File: src/rtl/timer_pair_pkg.sv
package timer_pair_pkg;
    // register offsets
    localparam logic [7:0] ADDR_RUN_CTRL = 8'h88;
    localparam logic [7:0] ADDR_MODE_CTRL = 8'h89;
    localparam logic [7:0] ADDR_COUNT_A_LOW = 8'h8a;
    localparam logic [7:0] ADDR_COUNT_B_LOW = 8'h8b;
    localparam logic [7:0] ADDR_COUNT_A_HIGH = 8'h8c;
    localparam logic [7:0] ADDR_CLOCK_CTRL = 8'h8e;
    localparam logic [7:0] ADDR_IRQ_PIN_CFG = 8'he4;

    // field positions
    localparam int RUN_A_BIT = 4;
    localparam int RUN_B_BIT = 6;
    localparam int GATE_BIT = 3;
    localparam int SOURCE_BIT = 2;
    localparam int MODE_LSB = 0;
    localparam int PRESCALE_BIT = 2;
    localparam int POLARITY_BIT = 3;

    // writable bits of each control register, others read as zero
    localparam logic [7:0] RUN_CTRL_MASK = 8'h50;
    localparam logic [7:0] MODE_CTRL_MASK = 8'h0f;
    localparam logic [7:0] CLOCK_CTRL_MASK = 8'h04;
    localparam logic [7:0] IRQ_PIN_CFG_MASK = 8'h08;

    // values after reset
    localparam logic [7:0] RESET_BYTE = 8'h00;

    // operation modes
    typedef enum logic [1:0] {
        MODE_13BIT = 2'h0,
        MODE_16BIT = 2'h1,
        MODE_8BIT_RELOAD = 2'h2,
        MODE_SPLIT = 2'h3
    } op_mode_e;

    // internal prescaler: one tick every PRESCALE_DIV system clocks
    localparam int PRESCALE_W = 4;
    localparam logic [PRESCALE_W-1:0] PRESCALE_DIV = 4'hc;
    localparam logic [PRESCALE_W-1:0] PRESCALE_LAST = PRESCALE_DIV - 4'h1;
    localparam logic [PRESCALE_W-1:0] PRESCALE_RESET = 4'h0;
endpackage

File: src/rtl/pin_sync_if.sv
`timescale 1ns/100ps
interface pin_sync_if;
    logic evtFall;
    logic irqLevel;
    modport sync (output evtFall, output irqLevel);
    modport core (input evtFall, input irqLevel);
endinterface

File: src/rtl/pin_sync.sv
`timescale 1ns/100ps
module pin_sync (
    input wire logic clk,
    input wire logic reset_n,
    input wire logic ce,
    input wire logic eventCountInputPin,
    input wire logic extIrqPinA,
    pin_sync_if.sync pins
);
    logic evtMeta_q;
    logic evtSync_q;
    logic evtLast_q;
    logic irqMeta_q;
    logic irqSync_q;

    // two stages ahead of any logic, then one more for edge detection
    always_ff @(posedge clk or negedge reset_n) begin
        if (!reset_n) begin
            evtMeta_q <= 1'b0;
            evtSync_q <= 1'b0;
            evtLast_q <= 1'b0;
            irqMeta_q <= 1'b0;
            irqSync_q <= 1'b0;
        end else if (ce) begin
            evtMeta_q <= eventCountInputPin;
            evtSync_q <= evtMeta_q;
            evtLast_q <= evtSync_q;
            irqMeta_q <= extIrqPinA;
            irqSync_q <= irqMeta_q;
        end
    end

    // one pulse per high-to-low transition
    assign pins.evtFall = evtLast_q && !evtSync_q;
    assign pins.irqLevel = irqSync_q;
endmodule

File: src/rtl/gated_counter_timer_pair.sv
`timescale 1ns/100ps
// Behaviour
// - gate select 0: timer A counts whenever run control is 1, pin ignored
// - gate select 1: counts only with run set and irq pin at chosen polarity
// - source select 0: counts internal clock picked by prescale select bit
// - source select 1: counts each falling edge on the event count pin
// - mode 00 gives 13-bit counting, mode 01 gives 16-bit counting
// - mode 10: 8-bit counter reloaded from the high byte on overflow
// - mode 11: timer A splits into two independent 8-bit counters
// - timer A low byte is a read/write register, reset to zero
// - timer B low byte is a read/write register, reset to zero
module gated_counter_timer_pair (
    input wire logic clk,
    input wire logic reset_n,
    input wire logic ce,
    input wire logic [7:0] addr,
    input wire logic [7:0] wrData,
    input wire logic wrEn,
    input wire logic rdEn,
    output logic [7:0] rdData,
    input wire logic eventCountInputPin,
    input wire logic extIrqPinA,
    output logic overflowA,
    output logic overflowHigh
);
    function automatic logic isAddr(input logic [7:0] a, input logic [7:0] offset);
        isAddr = (a == offset);
    endfunction

    pin_sync_if pins ();

    pin_sync u_pin_sync (
        .clk(clk),
        .reset_n(reset_n),
        .ce(ce),
        .eventCountInputPin(eventCountInputPin),
        .extIrqPinA(extIrqPinA),
        .pins(pins.sync)
    );

    logic [7:0] runCtrl_q;
    logic [7:0] modeCtrl_q;
    logic [7:0] clockCtrl_q;
    logic [7:0] irqPinCfg_q;
    logic [7:0] timerACountLow_q;
    logic [7:0] timerACountLow_d;
    logic [7:0] timerACountHigh_q;
    logic [7:0] timerACountHigh_d;
    logic [7:0] timerBCountLow_q;
    logic [7:0] rdData_q;
    logic [7:0] rdData_d;
    logic overflowA_q;
    logic overflowA_d;
    logic overflowHigh_q;
    logic overflowHigh_d;
    logic [timer_pair_pkg::PRESCALE_W-1:0] prescale_q;

    // address decode
    wire selRun = isAddr(addr, timer_pair_pkg::ADDR_RUN_CTRL);
    wire selMode = isAddr(addr, timer_pair_pkg::ADDR_MODE_CTRL);
    wire selALow = isAddr(addr, timer_pair_pkg::ADDR_COUNT_A_LOW);
    wire selBLow = isAddr(addr, timer_pair_pkg::ADDR_COUNT_B_LOW);
    wire selAHigh = isAddr(addr, timer_pair_pkg::ADDR_COUNT_A_HIGH);
    wire selClock = isAddr(addr, timer_pair_pkg::ADDR_CLOCK_CTRL);
    wire selIrqCfg = isAddr(addr, timer_pair_pkg::ADDR_IRQ_PIN_CFG);
    wire wrALow = wrEn && selALow;
    wire wrAHigh = wrEn && selAHigh;

    // control fields
    wire runControlBit = runCtrl_q[timer_pair_pkg::RUN_A_BIT];
    wire runControlB = runCtrl_q[timer_pair_pkg::RUN_B_BIT];
    wire gateByPinSelect = modeCtrl_q[timer_pair_pkg::GATE_BIT];
    wire countSourceSelect = modeCtrl_q[timer_pair_pkg::SOURCE_BIT];
    wire [1:0] operationModeField = modeCtrl_q[timer_pair_pkg::MODE_LSB +: 2];
    wire prescaleSelectBit = clockCtrl_q[timer_pair_pkg::PRESCALE_BIT];
    wire irqPinPolarity = irqPinCfg_q[timer_pair_pkg::POLARITY_BIT];
    timer_pair_pkg::op_mode_e mode;
    assign mode = timer_pair_pkg::op_mode_e'(operationModeField);

    // internal count clock
    wire prescaleWrap = (prescale_q == timer_pair_pkg::PRESCALE_LAST);
    wire internalTick = prescaleSelectBit || prescaleWrap;

    // gating and count source
    wire pinActive = (pins.irqLevel == irqPinPolarity);
    wire gateOpen = !gateByPinSelect || pinActive;
    wire countEvent = countSourceSelect ? pins.evtFall : internalTick;
    wire incA = runControlBit && gateOpen && countEvent;
    wire incHigh = runControlB && internalTick;

    // adders for each width
    wire [13:0] sum13 = {1'b0, timerACountHigh_q, timerACountLow_q[4:0]} + 14'h0001;
    wire [16:0] sum16 = {1'b0, timerACountHigh_q, timerACountLow_q} + 17'h00001;
    wire [8:0] sumLow = {1'b0, timerACountLow_q} + 9'h001;
    wire [8:0] sumHigh = {1'b0, timerACountHigh_q} + 9'h001;

    always_comb begin
        timerACountLow_d = timerACountLow_q;
        timerACountHigh_d = timerACountHigh_q;
        overflowA_d = 1'b0;
        overflowHigh_d = 1'b0;
        unique case (mode)
            timer_pair_pkg::MODE_13BIT: begin
                if (incA) begin
                    timerACountLow_d = {timerACountLow_q[7:5], sum13[4:0]};
                    timerACountHigh_d = sum13[12:5];
                    overflowA_d = sum13[13];
                end
            end
            timer_pair_pkg::MODE_16BIT: begin
                if (incA) begin
                    timerACountLow_d = sum16[7:0];
                    timerACountHigh_d = sum16[15:8];
                    overflowA_d = sum16[16];
                end
            end
            timer_pair_pkg::MODE_8BIT_RELOAD: begin
                if (incA) begin
                    timerACountLow_d = sumLow[8] ? timerACountHigh_q : sumLow[7:0];
                    overflowA_d = sumLow[8];
                end
            end
            timer_pair_pkg::MODE_SPLIT: begin
                if (incA) begin
                    timerACountLow_d = sumLow[7:0];
                    overflowA_d = sumLow[8];
                end
                if (incHigh) begin
                    timerACountHigh_d = sumHigh[7:0];
                    overflowHigh_d = sumHigh[8];
                end
            end
        endcase
        // a software write wins over a count in the same cycle
        if (wrALow) begin
            timerACountLow_d = wrData;
        end
        if (wrAHigh) begin
            timerACountHigh_d = wrData;
        end
    end

    // read mux, unmapped addresses read zero
    always_comb begin
        rdData_d = 8'h00;
        if (selRun) begin
            rdData_d = runCtrl_q;
        end else if (selMode) begin
            rdData_d = modeCtrl_q;
        end else if (selALow) begin
            rdData_d = timerACountLow_q;
        end else if (selBLow) begin
            rdData_d = timerBCountLow_q;
        end else if (selAHigh) begin
            rdData_d = timerACountHigh_q;
        end else if (selClock) begin
            rdData_d = clockCtrl_q;
        end else if (selIrqCfg) begin
            rdData_d = irqPinCfg_q;
        end
    end

    always_ff @(posedge clk or negedge reset_n) begin
        if (!reset_n) begin
            runCtrl_q <= timer_pair_pkg::RESET_BYTE;
            modeCtrl_q <= timer_pair_pkg::RESET_BYTE;
            clockCtrl_q <= timer_pair_pkg::RESET_BYTE;
            irqPinCfg_q <= timer_pair_pkg::RESET_BYTE;
        end else if (ce && wrEn) begin
            if (selRun) runCtrl_q <= wrData & timer_pair_pkg::RUN_CTRL_MASK;
            if (selMode) modeCtrl_q <= wrData & timer_pair_pkg::MODE_CTRL_MASK;
            if (selClock) clockCtrl_q <= wrData & timer_pair_pkg::CLOCK_CTRL_MASK;
            if (selIrqCfg) irqPinCfg_q <= wrData & timer_pair_pkg::IRQ_PIN_CFG_MASK;
        end
    end

    always_ff @(posedge clk or negedge reset_n) begin
        if (!reset_n) begin
            timerACountLow_q <= timer_pair_pkg::RESET_BYTE;
            timerACountHigh_q <= timer_pair_pkg::RESET_BYTE;
            timerBCountLow_q <= timer_pair_pkg::RESET_BYTE;
            overflowA_q <= 1'b0;
            overflowHigh_q <= 1'b0;
        end else if (ce) begin
            timerACountLow_q <= timerACountLow_d;
            timerACountHigh_q <= timerACountHigh_d;
            overflowA_q <= overflowA_d;
            overflowHigh_q <= overflowHigh_d;
            if (wrEn && selBLow) timerBCountLow_q <= wrData;
        end
    end

    always_ff @(posedge clk or negedge reset_n) begin
        if (!reset_n) begin
            prescale_q <= timer_pair_pkg::PRESCALE_RESET;
        end else if (ce) begin
            prescale_q <= prescaleWrap ? timer_pair_pkg::PRESCALE_RESET
                                       : prescale_q + 4'h1;
        end
    end

    always_ff @(posedge clk or negedge reset_n) begin
        if (!reset_n) begin
            rdData_q <= timer_pair_pkg::RESET_BYTE;
        end else if (ce) begin
            rdData_q <= rdEn ? rdData_d : 8'h00;
        end
    end

    assign rdData = rdData_q;
    assign overflowA = overflowA_q;
    assign overflowHigh = overflowHigh_q;

    wire quietA = ce && !wrALow && !wrAHigh;
endmodule

File: config.mk
export PLATFORM = sky130hd
export DESIGN_NAME = gated_counter_timer_pair
export DESIGN_NICKNAME = d
export VERILOG_FILES = /design/src/rtl/timer_pair_pkg.sv /design/src/rtl/pin_sync_if.sv /design/src/rtl/pin_sync.sv /design/src/rtl/gated_counter_timer_pair.sv
export SDC_FILE = /design/constraint.sdc
export NUM_CORES = 1
export LEC_CHECK = 0
export BUFFER_PORTS_ARGS = -buffer_cell sky130_fd_sc_hd__buf_2
export CAP_MARGIN = 0
export CORE_MARGIN = 4
export CORE_UTILIZATION = 40
export CTS_CLUSTER_SIZE = 40
export DETAILED_ROUTE_END_ITERATION = 6
export PLACE_DENSITY_LB_ADDON = 0.25
export SLEW_MARGIN = 20
export SYNTH_ARGS = -nofsm -noshare
export SYNTH_HDL_FRONTEND = slang
export SYNTH_SLANG_ARGS = --single-unit
File: constraint.sdc
create_clock -name clk -period 2 [get_ports clk]
set_input_delay 0.4 -clock clk [delete_from_list [all_inputs] [get_ports clk]]
set_output_delay 0.4 -clock clk [all_outputs]
set_load 0.01 [all_outputs]
After elaboration in Yosys (flattened, before gate mapping)
Index checks and enable logic that the tools add are counted.
{ "totals": {"regBits": 51, "latchBits": 0, "mem_bits_rw": 0, "rom_bits": 0, "inputBits": 23, "out_inout_bits": 10, "wordCells": 93, "memories": 0} }
{ "op_classes": {"n_addsub": 5, "n_mul": 0, "div": 0, "order_cmp": 0, "n_eq_ne": 20, "n_shift": 0, "mux": 28, "bitwise_logic": 0, "n_reduce_logical": 23} }
{ "ops": {"columns": ["operator", "n"], "rows": [
  ["8-bit 2-to-1 mux", 15],
  ["8-bit == test, second input constant", 7],
  ["8-bit one-hot mux with 4 select lines", 1],
  ["8-bit one-hot mux with 3 select lines", 1],
  ["3-bit inequality test, second input constant", 7],
  ["8-bit by 1-bit adder with 9-bit output, second input constant", 2],
  ["16-bit by 1-bit adder with 17-bit output, second input constant", 1],
  ["5-bit AND reduction", 3],
  ["13-bit by 1-bit adder with 14-bit output, second input constant", 1],
  ["4-bit 2-to-1 mux", 3],
  ["2-bit AND reduction", 5],
  ["1-bit logical AND", 8],
  ["1-bit 2-to-1 mux", 6],
  ["5-bit 2-to-1 mux", 1],
  ["4-bit by 1-bit adder with 4-bit output, second input constant", 1],
  ["2-bit == test, second input constant", 2],
  ["4-bit == test, second input constant", 1],
  ["4-bit nonzero test", 1],
  ["1-bit one-hot mux with 3 select lines", 1],
  ["2-bit by 1-bit == test with 1-bit output, second input constant", 1],
  ["1-bit zero test", 2],
  ["2-bit zero test", 1],
  ["1-bit logical OR", 2],
  ["2-bit inequality test, second input constant", 1],
  ["other kinds (2)", 2]
]} }

Depth between registers and ports, before layout
Gate-level depths: netlist of run 1.
{ "depth": {"word_depth": 9, "depth_mapped": 8, "mapped_depth_nobuf": 7} }

Hierarchy
A second synthesis of run 1 with hierarchy kept.
{ "unflattened": {"cells_unflattened": 333, "hier_area_um2": 3163.0} }
{ "by_module_without_submodules": {"columns": ["mod", "n_inst", "cells_each", "area_per_inst_um2", "seq_area_each_um2"], "rows": [
  ["gated_counter_timer_pair", 1, 322, 2975.4, 1151.1],
  ["pin_sync", 1, 11, 187.7, 125.1]
]} }

Worst setup path after synthesis of run 1
Ideal clock, no wire load.
{ "synth_path": {"path_type": "in2reg", "from": "input addr[5]", "to": "register timerACountLow_q[1]", "setup_ns": 0.125, "arrival_time_ns": 1.743, "required_time_ns": 1.875, "slack_ns": 0.132, "cell_stages": 6, "path_buffers": 1, "cell_sequence": "nor4b_4 > and3b_1 > buf_2 > and3_1 > o21a_2 > mux2_2"} }
{ "synth_via": {"elab_chain_cells": 4, "word_cells_on_any_way": 8, "cone_classes": "eq/ne: 5; mux: 1; reduce/logical: 2"} }
{ "synth_lines": {"columns": ["element", "line_no", "rtl"], "rows": [
  ["from (decl)", "gated_counter_timer_pair.sv:16", "input wire logic [7:0] addr,"],
  ["8-bit == test (*)", "gated_counter_timer_pair.sv:27", "isAddr = (a == offset);"],
  ["1-bit logical AND (*)", "gated_counter_timer_pair.sv:66", "wire wrALow = wrEn && selALow;"],
  ["3-bit inequality test (no source line)", null, null],
  ["5-bit AND reduction (no source line)", null, null],
  ["to (signal assigned)", "gated_counter_timer_pair.sv:179", "timerACountLow_q <= timer_pair_pkg::RESET_BYTE;"],
  ["to (signal assigned)", "gated_counter_timer_pair.sv:185", "timerACountLow_q <= timerACountLow_d;"],
  ["to (decl)", "gated_counter_timer_pair.sv:45", "logic [7:0] timerACountLow_q;"]
]} }
Mark *: on every way between the ends. The rest lies on a longest branch, timed or not.
A chain may end at the register's enable or synchronous reset.

Worst setup path in the final report of run 1
{ "layout_path": {"from": "register prescale_q[0] (netlist bit)", "to": "register timerACountHigh_q[2]"} }
{ "layout_via": {"elab_chain_cells": 6, "word_cells_on_any_way": 9, "cone_classes": "eq/ne: 4; mux: 1; reduce/logical: 4"} }
{ "layout_lines": {"columns": ["element", "line_no", "rtl"], "rows": [
  ["from (decl)", "gated_counter_timer_pair.sv:56", "logic [timer_pair_pkg::PRESCALE_W-1:0] prescale_q;"],
  ["from (signal assigned)", "gated_counter_timer_pair.sv:195", "prescale_q <= timer_pair_pkg::PRESCALE_RESET;"],
  ["from (signal assigned)", "gated_counter_timer_pair.sv:197", "prescale_q <= prescaleWrap ? timer_pair_pkg::PRESCALE_RESET"],
  ["4-bit == test (*)", "gated_counter_timer_pair.sv:81", "wire prescaleWrap = (prescale_q == timer_pair_pkg::PRESCALE_LAST);"],
  ["1-bit logical OR (*)", "gated_counter_timer_pair.sv:82", "wire internalTick = prescaleSelectBit || prescaleWrap;"],
  ["1-bit 2-to-1 mux", "gated_counter_timer_pair.sv:87", "wire countEvent = countSourceSelect ? pins.evtFall : internalTick;"],
  ["1-bit logical AND", "gated_counter_timer_pair.sv:88", "wire incA = runControlBit && gateOpen && countEvent;"],
  ["3-bit inequality test (no source line)", null, null],
  ["5-bit AND reduction (no source line) (*)", null, null],
  ["to (signal assigned)", "gated_counter_timer_pair.sv:180", "timerACountHigh_q <= timer_pair_pkg::RESET_BYTE;"],
  ["to (signal assigned)", "gated_counter_timer_pair.sv:186", "timerACountHigh_q <= timerACountHigh_d;"],
  ["to (decl)", "gated_counter_timer_pair.sv:47", "logic [7:0] timerACountHigh_q;"]
]} }
Marks and branches as above.

==> results_dict.tcl, run 1 <==
set metrics [dict create \
    outcome "complete, no violations" \
    crit_arrival_ns 2.12 \
    sequential_area_share_after_synthesis 0.4162 \
    synthesis.area_sq_um 3067 \
    critical-path-slowest-cell "sky130_fd_sc_hd__dfrtp_1" \
    count_of_max_cap_constraint_violations 0 \
    finalCritPeriodShare 0.9392 \
    drt.antenna.violating_nets 0 \
    dominant_register_cell_in_the_synthesized_netlist "sky130_fd_sc_hd__dfrtp_1" \
    edff_count_synth 0 \
    finalMaxSlewViolations 0 \
    totalNegativeSetupSlack_ns 0 \
    critical_path.endpoint_type "flop" \
    power.static_leakage_nw 1.681 \
    cts-htree-levels 2 \
    total_power_consumption_mw 2.233 \
    startpoint_of_the_most_critical_register_to_register_path "prescale_q[0]" \
    final_setup_violation_count 0 \
    die_width_um 95.56 \
    final_nets 422 \
    crit_required_ns 2.24 \
    first_pass_iters 5 \
    grt.met1_usage 0.2923 \
    timing_worst_slew_pin_value_ns 0.4129 \
    post_route_cells_drive_above_1_share 0.3149 \
    synth_fp_nets 352 \
    tritoncts "yes" \
    die_y_um 95.56 \
    cpPeakStageDelay_ns 0.36 \
    grt_most_used_layer "met2" \
    postCtsHoldBufs 0 \
    drt_iter0_drc 285 \
    ys_ff_latch 51 \
    n_antenna_cell 0 \
    reg2reg_depth 10 \
    syn2layout_area_growth_pct 23.21 \
    endpoint "timerACountHigh_q[2]" \
    post-route-min-period_ns 1.878 \
    rsz_0062_raised_after_global_routing "false" \
    leftover_overflow_at_the_end_of_global_routing 0 \
    routed_wirelength_mm 8.710 \
    setup_clock_skew_after_layout_ns 0.005575 \
    synth_async_sr_flop_share 1.000 \
    placementRows 31 \
    grt_antenna_before_repair 0 \
    detailedPlacementHpwl_mm 6.453 \
    io_pins 33 \
    syn_inst 326 \
    port_buffers 32 \
    synth.avg_cell_area_sq_um 9.407 \
    detail_route.drc_violations 0 \
    place_worst_setup_slack_ns -0.06542 \
    worstPathMaxFanout 12 \
    peakVddDrop_uv 324.4 \
    synth_warnings 0 \
    powerDensity_nw_per_um2 591.1 \
    critical_setup_path_class "reg2reg" \
    synth.distinct_cells 64 \
    worst_setup_path_start_kind "flop" \
    insertion_delay_ns 0.31 \
    met3_usage 0.02447 \
    clock_root_buffer "sky130_fd_sc_hd__clkbuf_8" \
    final.setup.worst_slack_ns 0.1217 \
    finalHoldViolCount 0 \
    relSlewSlack 0.7247 \
    core_region_sq_um 7370 \
    gp_routability_congestion 0.9101 \
    cp-startpoint "prescale_q[0]" \
    clkSlewWorstSetupHoldPaths_ns 0.11 \
    setup.reg_to_reg.worst_slack_ns 0.12 \
    grt.total_usage 0.2009 \
    cts_buffers 5 \
    detailroute.via_count 2865 \
    cts.path.max_buffers 2 \
    grt_start_max_net_pins 52 \
    met2_usage 0.3167 \
    first_global_vias 2653 \
    vias_per_cell 5.776 \
    initial_utilization 0.4161 \
    holdCritPathClass "in2async" \
    fp.dieArea_sq_um 9132 \
    critical_path.cell_chain "ha_1 > nand3b_1 > buf_4 > a21oi_2 > a21oi_2 > a21oi_4 > buf_12 > buf_4 > a21oi_1 > a21oi_1" \
    clock_sinks 51 \
    r2r_end "timerACountHigh_q[2]" \
    grt_first_pass_wirelength_mm 14.08 \
    detail_routed_net_length_per_standard_cell_um 17.56 \
    fmaxAchievable_ghz 0.5324 \
]
==> kinds of logic (layout without fill, tap and decap cells) <==
| logic type | Yosys count | after routing | synth area share |
|---|---|---|---|
| and+or+nand+nor | 113 | 113 | 0.2032 |
| AOI/OAI and AO/OA | 99 | 99 | 0.2195 |
| DFF | 51 | 51 | 0.4162 |
| buffers and inverters | 29 | 100 | 0.04080 |
| muxes | 26 | 26 | 0.09384 |
| xor gates and xnor gates | 5 | 5 | 0.01428 |
| adders and majority gates | 3 | 3 | 0.01224 |
==> placed cells by master, fill, tap and decap left out, types with 12 or more instances in the layout <==
master / count
sky130_fd_sc_hd__a21oi_1: 22
sky130_fd_sc_hd__buf_2: 32
sky130_fd_sc_hd__buf_4: 44
sky130_fd_sc_hd__dfrtp_1: 51
sky130_fd_sc_hd__inv_1: 12
sky130_fd_sc_hd__mux2_2: 21
sky130_fd_sc_hd__nand2_1: 36
sky130_fd_sc_hd__nand3_1: 16
sky130_fd_sc_hd__nor2_1: 17
sky130_fd_sc_hd__o21ai_0: 20
==> final cells by class <==
type | instances | area [sq um]
clock inverter | 3 | 27.53
sequential | 51 | 1276
tap | 99 | 123.9
inverter | 13 | 48.80
clock buffer | 5 | 68.82
fill | 721 | 3591
multi-input combinational | 246 | 1683
timing repair buffer | 79 | 550.5
==> routing by layer <==
layer  vias to the layer above  share of wire
met4                         0          0.015
met2                       108           0.47
met1                      1383           0.46
li1                       1360              -
met3                        14          0.061
met5                         -              0
==> Yosys cell counts (5+ instances only) <==
library cell,n,share of area
sky130_fd_sc_hd__nor3_1,6,0.0098
sky130_fd_sc_hd__clkbuf_1,10,0.012
sky130_fd_sc_hd__nand4_1,5,0.010
sky130_fd_sc_hd__dfrtp_1,51,0.42
sky130_fd_sc_hd__a21oi_1,23,0.038
sky130_fd_sc_hd__o21ai_0,20,0.033
sky130_fd_sc_hd__mux2_2,21,0.077
sky130_fd_sc_hd__nor2_1,17,0.021
sky130_fd_sc_hd__a2bb2oi_1,5,0.014
sky130_fd_sc_hd__nand2_1,36,0.044
sky130_fd_sc_hd__o22ai_1,6,0.012
sky130_fd_sc_hd__inv_1,12,0.015
sky130_fd_sc_hd__nand3_1,16,0.026
==> through the flow <==
step           utilization  hold slack (ns)  instance area (sq um)  instances
2_1_floorplan            -           0.1044                   3067        326
3_3_place_gp        0.4973           0.4120                   3665        488
3_5_place_dp        0.4973           0.4180                   3665        488
4_1_cts             0.5104          0.06789                   3761        496
5_1_grt             0.5127          0.07329                   3779        496
6_report            0.5127          0.05425                   3779        496
==> worst max-delay path: cells and delay by family, from the launching register on <==
family,cells,cell delay [ns]
buffers and inverters,3,0.44
AND/OR/NAND/NOR,1,0.13
adder cells (fa/ha/maj),1,0.19
flip-flops,1,0.36
AO/OA/AOI/OAI,5,0.66
==> flip-flops by register name (all words and copies together), names as in the netlist <==
name / flops
rdData: 8
timerACountHigh_q: 8
timerACountLow_q: 8
timerBCountLow_q: 8
modeCtrl_q: 4
prescale_q: 4
runCtrl_q: 2
clockCtrl_q: 1
irqPinCfg_q: 1
overflowA: 1
overflowHigh: 1
u_pin_sync.evtLast_q: 1
u_pin_sync.evtMeta_q: 1
u_pin_sync.evtSync_q: 1
u_pin_sync.irqMeta_q: 1
u_pin_sync.pins.irqLevel: 1
==> power by group <==
group          switching (mW)  total [mW]  leakage, nW  internal [mW]
Combinational           0.197       0.392        0.973          0.195
Sequential             0.0781        1.19        0.662           1.11
Clock                   0.398       0.656       0.0463          0.258
Total                   0.673        2.23         1.68           1.56
==> worst min path at each step <==
stage	slack, ns	to
finish	0.05	u_pin_sync.irqMeta_q
global route	0.07	rdData[3]
CTS	0.07	rdData[3]
detailed placement	0.42	timerBCountLow_q[3]
global placement	0.41	timerBCountLow_q[3]
floorplan	0.10	clockCtrl_q[2]
==> what timing repair did <==
item / CTS / global route
setup endpoints to repair: 0 / 15
resized for setup: 0 / 3
endpoints found under the hold margin: 0 / 0
setup buffers: 0 / 0
(Power assumes the default switching activity.)
==> run 2, diff against run 1 <==
--- a/config.mk
+++ b/config.mk
@@ -8,7 +8,7 @@
 export BUFFER_PORTS_ARGS = -buffer_cell sky130_fd_sc_hd__buf_2
 export CAP_MARGIN = 0
 export CORE_MARGIN = 4
-export CORE_UTILIZATION = 40
+export CORE_UTILIZATION = 45
 export CTS_CLUSTER_SIZE = 40
 export DETAILED_ROUTE_END_ITERATION = 6
 export PLACE_DENSITY_LB_ADDON = 0.25
==> run 2 against run 1 <==
  * Core utilization increased by 7.0 points
  * Sequential share of layout area decreased by 0.067 points
  * Total power increased by 0.41%
  * Count of clock-buffer cells in the layout unchanged
  * Sequential power about the same
  * Clock power decreased by 2%
  * Via count increased by 0.45%
  * Worst setup slack got worse by 0.055 ns
  * Clock skew increased by 0.00077 ns
  * Critical endpoint is now timerACountHigh_q[6]
==> results_dict.tcl, run 2 (same netlist as run 1, synthesis figures left out) <==
set metrics [dict create \
    setup.reg_to_reg.worst_slack_ns 0.07 \
    first_pass_iters 5 \
    relSlewSlack 0.6946 \
    power.static_leakage_nw 1.667 \
    tritoncts "yes" \
    startpoint_of_the_most_critical_register_to_register_path "prescale_q[1]" \
    n_antenna_cell 0 \
    drt.antenna.violating_nets 0 \
    cts_buffers 5 \
    reg2reg_depth 8 \
    count_of_max_cap_constraint_violations 0 \
    critical_path.cell_chain "ha_2 > nand3b_1 > a22oi_2 > nand4b_1 > buf_4 > a21oi_4 > a21boi_2 > a2bb2oi_1" \
    cts-htree-levels 2 \
    clock_root_buffer "sky130_fd_sc_hd__clkbuf_8" \
    detail_route.drc_violations 0 \
    clock_sinks 51 \
    fin_util 0.5829 \
    routed_wirelength_mm 8.758 \
    place_worst_setup_slack_ns -0.08210 \
    fmaxAchievable_ghz 0.5173 \
    cpPeakStageDelay_ns 0.37 \
    core_region_sq_um 6495 \
    rsz_0062_raised_after_global_routing "true" \
    most-common-layout-cells "sky130_fd_sc_hd__dfrtp_1 (51), sky130_fd_sc_hd__buf_4 (43), sky130_fd_sc_hd__nand2_1 (36)" \
    fp.dieArea_sq_um 8199 \
    r2r_end "timerACountHigh_q[6]" \
    grt_first_pass_wirelength_mm 14.48 \
    critical_setup_path_class "reg2reg" \
    cts.path.max_buffers 2 \
    grt_antenna_before_repair 0 \
    finalHoldViolCount 0 \
    crit_arrival_ns 2.17 \
    final.setup.worst_slack_ns 0.06679 \
    timing_worst_slew_pin_value_ns 0.4582 \
    layout.cells.most_common "sky130_fd_sc_hd__dfrtp_1" \
    detailroute.via_count 2878 \
    finalHoldWorstSlack_ns 0.02082 \
    io_pins 33 \
    critical_path.endpoint_type "flop" \
    finalMaxSlewViolations 0 \
    peakVddDrop_uv 329.4 \
    powerDensity_nw_per_um2 592.3 \
    critical_path.top_delay_family "compound AO/OA/AOI/OAI gates" \
    critical-path-slowest-cell "sky130_fd_sc_hd__dfrtp_1" \
    first_global_vias 2733 \
    fillers 585 \
    grt.total_usage 0.2211 \
    worstPathMaxFanout 5 \
    clkSlewWorstSetupHoldPaths_ns 0.10 \
    detail_routed_net_length_per_standard_cell_um 18.48 \
    final_setup_violation_count 0 \
    post_route_cells_drive_above_1_share 0.3426 \
    post-route-min-period_ns 1.933 \
    insertion_delay_ns 0.32 \
    grt_start_max_net_pins 34 \
    initial_utilization 0.4722 \
    area_of_the_multi_input_gates_sq_um 1737 \
    gp_routability_congestion 0.9138 \
    placementRows 29 \
    final_cell_area_sq_um 3786 \
    final_nets 422 \
    die_width_um 90.55 \
    outcome "complete, no violations" \
    port_buffers 32 \
    regArea_sq_um 1276 \
    detailedPlacementHpwl_mm 6.625 \
    postCtsHoldBufs 0 \
    setup_clock_skew_after_layout_ns 0.006341 \
    crit_buf_inv 1 \
    holdCritPathClass "in2async" \
    leftover_overflow_at_the_end_of_global_routing 0 \
    worst_setup_path_start_kind "flop" \
    crit_required_ns 2.24 \
    finalCritPeriodShare 0.9666 \
    drt_iter0_drc 253 \
    placed_cell_area_sq_um 3595 \
    vias_per_cell 6.072 \
    syn2layout_area_growth_pct 23.46 \
    die_y_um 90.55 \
]
-- run 2: cell count changes in the layout (fill, tap and decap cells not counted), moves of 2 or more --
cell	previous run	this run
sky130_fd_sc_hd__a21boi_2	0	4
sky130_fd_sc_hd__a2bb2oi_1	5	2
sky130_fd_sc_hd__a2bb2oi_2	0	3
sky130_fd_sc_hd__a21oi_1	22	20
sky130_fd_sc_hd__a21oi_2	3	5
sky130_fd_sc_hd__inv_6	0	2
sky130_fd_sc_hd__a21boi_1	4	0
-- run 2: layout make-up --
| type | count | share of cell area |
|---|---|---|
| flip-flops and latches | 51 | 0.3371 |
| inverters | 13 | 0.01289 |
| multi-input cells | 247 | 0.4587 |
| well taps | 77 | 0.02545 |
| clock inverters | 3 | 0.006609 |
| clock buffers | 5 | 0.01818 |
| repair buffers | 78 | 0.1411 |
-- run 2: layer usage --
layer / vias up / part of all wire / GRT usage
met5: - / 0 / 0
met2: 114 / 0.47 / 0.3410
met3: 25 / 0.055 / 0.03083
met4: 0 / 0.030 / 0.07398
li1: 1361 / - / -
met1: 1378 / 0.45 / 0.3182
-- run 2: how the worst max path moves through the flow --
stage                  startpoint                    to  slack (ns)  depth (start not counted)
global placement          addr[5]         modeCtrl_q[2]       -0.03                          7
CTS                 prescale_q[0]  timerACountHigh_q[7]        0.05                          8
floorplan                 addr[5]   timerACountLow_q[1]        0.13                          6
detailed placement        addr[5]         modeCtrl_q[3]       -0.08                          7
finish              prescale_q[1]  timerACountHigh_q[6]        0.07                          8
global route        prescale_q[1]  timerACountHigh_q[1]       -0.05                          9
-- run 2: repair_timing --
item	CTS	global route
pin swaps	0	5
setup endpoints to repair	5	9
cloned	0	1
gates resized for setup	1	14
buffers inserted	0	3
-- run 2: stage by stage --
stage	cells	total power, mW	setup TNS (ns)
finish	474	2.243	0
global route	474	2.356	-0.2489
CTS	470	2.220	0
detailed placement	462	1.585	-0.8273
global placement	462	1.571	-0.1554
floorplan	326	1.391	0
-- run 2: power breakdown --
| group | switching (mW) | leakage, nW | internal (mW) | total, mW |
|---|---|---|---|---|
| clock | 0.384 | 0.0452 | 0.256 | 0.640 |
| combinational | 0.209 | 0.960 | 0.209 | 0.418 |
| sequential | 0.0768 | 0.662 | 1.11 | 1.18 |
| total | 0.670 | 1.67 | 1.57 | 2.24 |
==> run 3, diff against run 2 <==
==> constraint.sdc (replaced) <==
create_clock -name clk -period 1.6 [get_ports clk]
set_input_delay 0.32 -clock clk [delete_from_list [all_inputs] [get_ports clk]]
set_output_delay 0.32 -clock clk [all_outputs]
set_load 0.01 [all_outputs]
==> run 3 against run 2 <==
  * The run now ends with setup timing left
  * Worst setup slack got worse by 0.31 ns
  * Global-route usage increased by 1.6 points
  * Design area increased by 17%
  * Core utilization increased by 9.6 points
  * Cell count increased by 11%
  * Sequential share of layout area decreased by 4.8 points
==> results_dict.tcl, run 3 (same netlist as run 1, synthesis figures left out) <==
set metrics [dict create \
    violations_in_the_final_reports "setup timing" \
    outcome "finished with violations" \
    detailedPlacementHpwl_mm 7.197 \
    detailroute.via_count 3084 \
    final_cell_area_sq_um 4412 \
    finalHoldWorstSlack_ns 0.2224 \
    clock_sinks 51 \
    setup_clock_skew_after_layout_ns 0.01150 \
    reg2reg_depth 8 \
    cts-htree-levels 2 \
    post-route-min-period_ns 1.847 \
    placementRows 29 \
    detail_routed_net_length_per_standard_cell_um 18.42 \
    io_pins 33 \
    seq_power_share 0.465 \
    fmaxAchievable_ghz 0.5415 \
    tritoncts "yes" \
    routed_wirelength_mm 9.691 \
    finalCritPeriodShare 1.154 \
    switching_power_mw 0.8874 \
    crit_required_ns 1.84 \
    worstPathMaxFanout 11 \
    cts.path.max_buffers 2 \
    core_region_sq_um 6495 \
    setup.reg_to_reg.worst_slack_ns -0.25 \
    layout.cells.most_common "sky130_fd_sc_hd__buf_4" \
    n_antenna_cell 0 \
    worstHoldStart "eventCountInputPin" \
    fp.dieArea_sq_um 8199 \
    most-common-layout-cells "sky130_fd_sc_hd__buf_4 (88), sky130_fd_sc_hd__dfrtp_1 (51), sky130_fd_sc_hd__nand2_1 (34)" \
    initial_utilization 0.4722 \
    first_global_vias 3093 \
    detail_route.drc_violations 0 \
    dpl.cell_count 508 \
    timing_worst_slew_pin_value_ns 0.3281 \
    powerDensity_nw_per_um2 709.0 \
    timing.hold.worst_path_depth 2 \
    filler_free_cell_count_of_the_finished_design 526 \
    finalHoldViolCount 0 \
    startpoint_of_the_most_critical_register_to_register_path "prescale_q[1]" \
    peakVddDrop_uv 612.1 \
    r2r_end "timerACountHigh_q[6]" \
    holdCritPathClass "in2reg" \
    insertion_delay_ns 0.32 \
    totalNegativeSetupSlack_ns -4.043 \
    combinationalPowerShare 0.227 \
    first_pass_iters 5 \
    place_worst_setup_slack_ns -0.4013 \
    leftover_overflow_at_the_end_of_global_routing 0 \
    clock_root_buffer "sky130_fd_sc_hd__clkbuf_8" \
    die_y_um 90.55 \
    worstHoldEndpoint "u_pin_sync.evtMeta_q" \
    power.static_leakage_nw 2.020 \
    crit_arrival_ns 2.09 \
    final_setup_violation_count 31 \
    syn2layout_area_growth_pct 43.86 \
    fillers 512 \
    placed_cell_area_sq_um 4071 \
    grt_start_max_net_pins 52 \
    gp_routability_congestion 0.9050 \
    finalMaxSlewViolations 0 \
    drt_iter0_drc 243 \
    vias_per_cell 5.863 \
    total_power_consumption_mw 3.128 \
    drt.antenna.violating_nets 0 \
    fin_util 0.6793 \
    rsz_0062_raised_after_global_routing "true" \
    critical_path.endpoint_type "flop" \
    clock_power_share 0.308 \
    post_route_cells_drive_above_1_share 0.4477 \
    count_of_max_cap_constraint_violations 0 \
    port_buffers 32 \
    final.setup.worst_slack_ns -0.2466 \
    die_width_um 90.55 \
    grt_antenna_before_repair 0 \
    clkSlewWorstSetupHoldPaths_ns 0.11 \
    grt.total_usage 0.2376 \
    critical_setup_path_class "reg2reg" \
    internal-power_mw 2.241 \
    grt_first_pass_wirelength_mm 15.69 \
    switching_share 0.2837 \
    worst_setup_path_start_kind "flop" \
    relSlewSlack 0.7805 \
    final_nets 474 \
    cts_buffers 5 \
]
run 3: cell count changes in the layout (fill, tap and decap cells not counted), moves of 4 or more:
cell / before / now
sky130_fd_sc_hd__mux2_4: 0 / 9
sky130_fd_sc_hd__o21ai_0: 20 / 15
sky130_fd_sc_hd__buf_6: 1 / 9
sky130_fd_sc_hd__o21ai_1: 2 / 6
sky130_fd_sc_hd__mux2_2: 21 / 12
sky130_fd_sc_hd__buf_4: 43 / 88
run 3: worst max path at each step:
stage	from	to	slack, ns	depth (start not counted)
after floorplan	addr[6]	timerACountLow_q[1]	-0.15	6
after global placement	addr[6]	rdData[3]	-0.32	8
after detailed placement	addr[6]	rdData[3]	-0.40	8
after CTS	prescale_q[1]	timerACountHigh_q[6]	-0.23	10
after global routing	prescale_q[1]	timerACountHigh_q[1]	-0.38	9
final	prescale_q[1]	timerACountHigh_q[6]	-0.25	8
run 3: repair_timing:
| item | CTS | global route |
|---|---|---|
| endpoints found under the setup margin | 21 | 37 |
| endpoints found under the hold margin | 40 | 0 |
| pin swaps | 7 | 12 |
| buffers inserted | 4 | 6 |
| gates cloned | 0 | 0 |
| resized for setup | 12 | 22 |
| hold buffers | 1 | 0 |
run 3: area by class of cell:
cell class	instances	area (sq um)	share of cell area
Clock buffer	5	68.82	0.01560
Tap cell	77	96.34	0.02184
Clock inverter	3	47.55	0.01078
Multi-Input combinational cell	246	1892	0.4288
Timing Repair Buffer	131	982.2	0.2226
Inverter	13	48.80	0.01106
Sequential cell	51	1276	0.2893
run 3: worst max-delay path, stage by stage (launching register included):
cell	delay, ns
sky130_fd_sc_hd__dfrtp_1	0.37
sky130_fd_sc_hd__ha_2	0.19
sky130_fd_sc_hd__nand3b_1	0.13
sky130_fd_sc_hd__a22oi_2	0.23
sky130_fd_sc_hd__nand4b_1	0.19
sky130_fd_sc_hd__a21oi_4	0.21
sky130_fd_sc_hd__buf_12	0.14
sky130_fd_sc_hd__a21boi_2	0.15
sky130_fd_sc_hd__a2bb2oi_1	0.16
run 3: power by group through the flow:
stage / logic [mW] / clock network, mW / registers, mW
after floorplan: 0.262 / 0 / 1.49
after global placement: 0.609 / 0 / 1.47
after detailed placement: 0.634 / 0 / 1.48
after CTS: 0.671 / 0.971 / 1.45
after global routing: 0.786 / 1.03 / 1.46
final: 0.712 / 0.963 / 1.45
run 3: metal layers:
| metal | wire, um | up-vias | track usage |
|---|---|---|---|
| met5 | 0 | - | 0 |
| li1 | - | 1474 | - |
| met4 | 321 | 0 | 0.08291 |
| met2 | 4501 | 108 | 0.3762 |
| met3 | 475 | 26 | 0.03000 |
| met1 | 4392 | 1476 | 0.3340 |
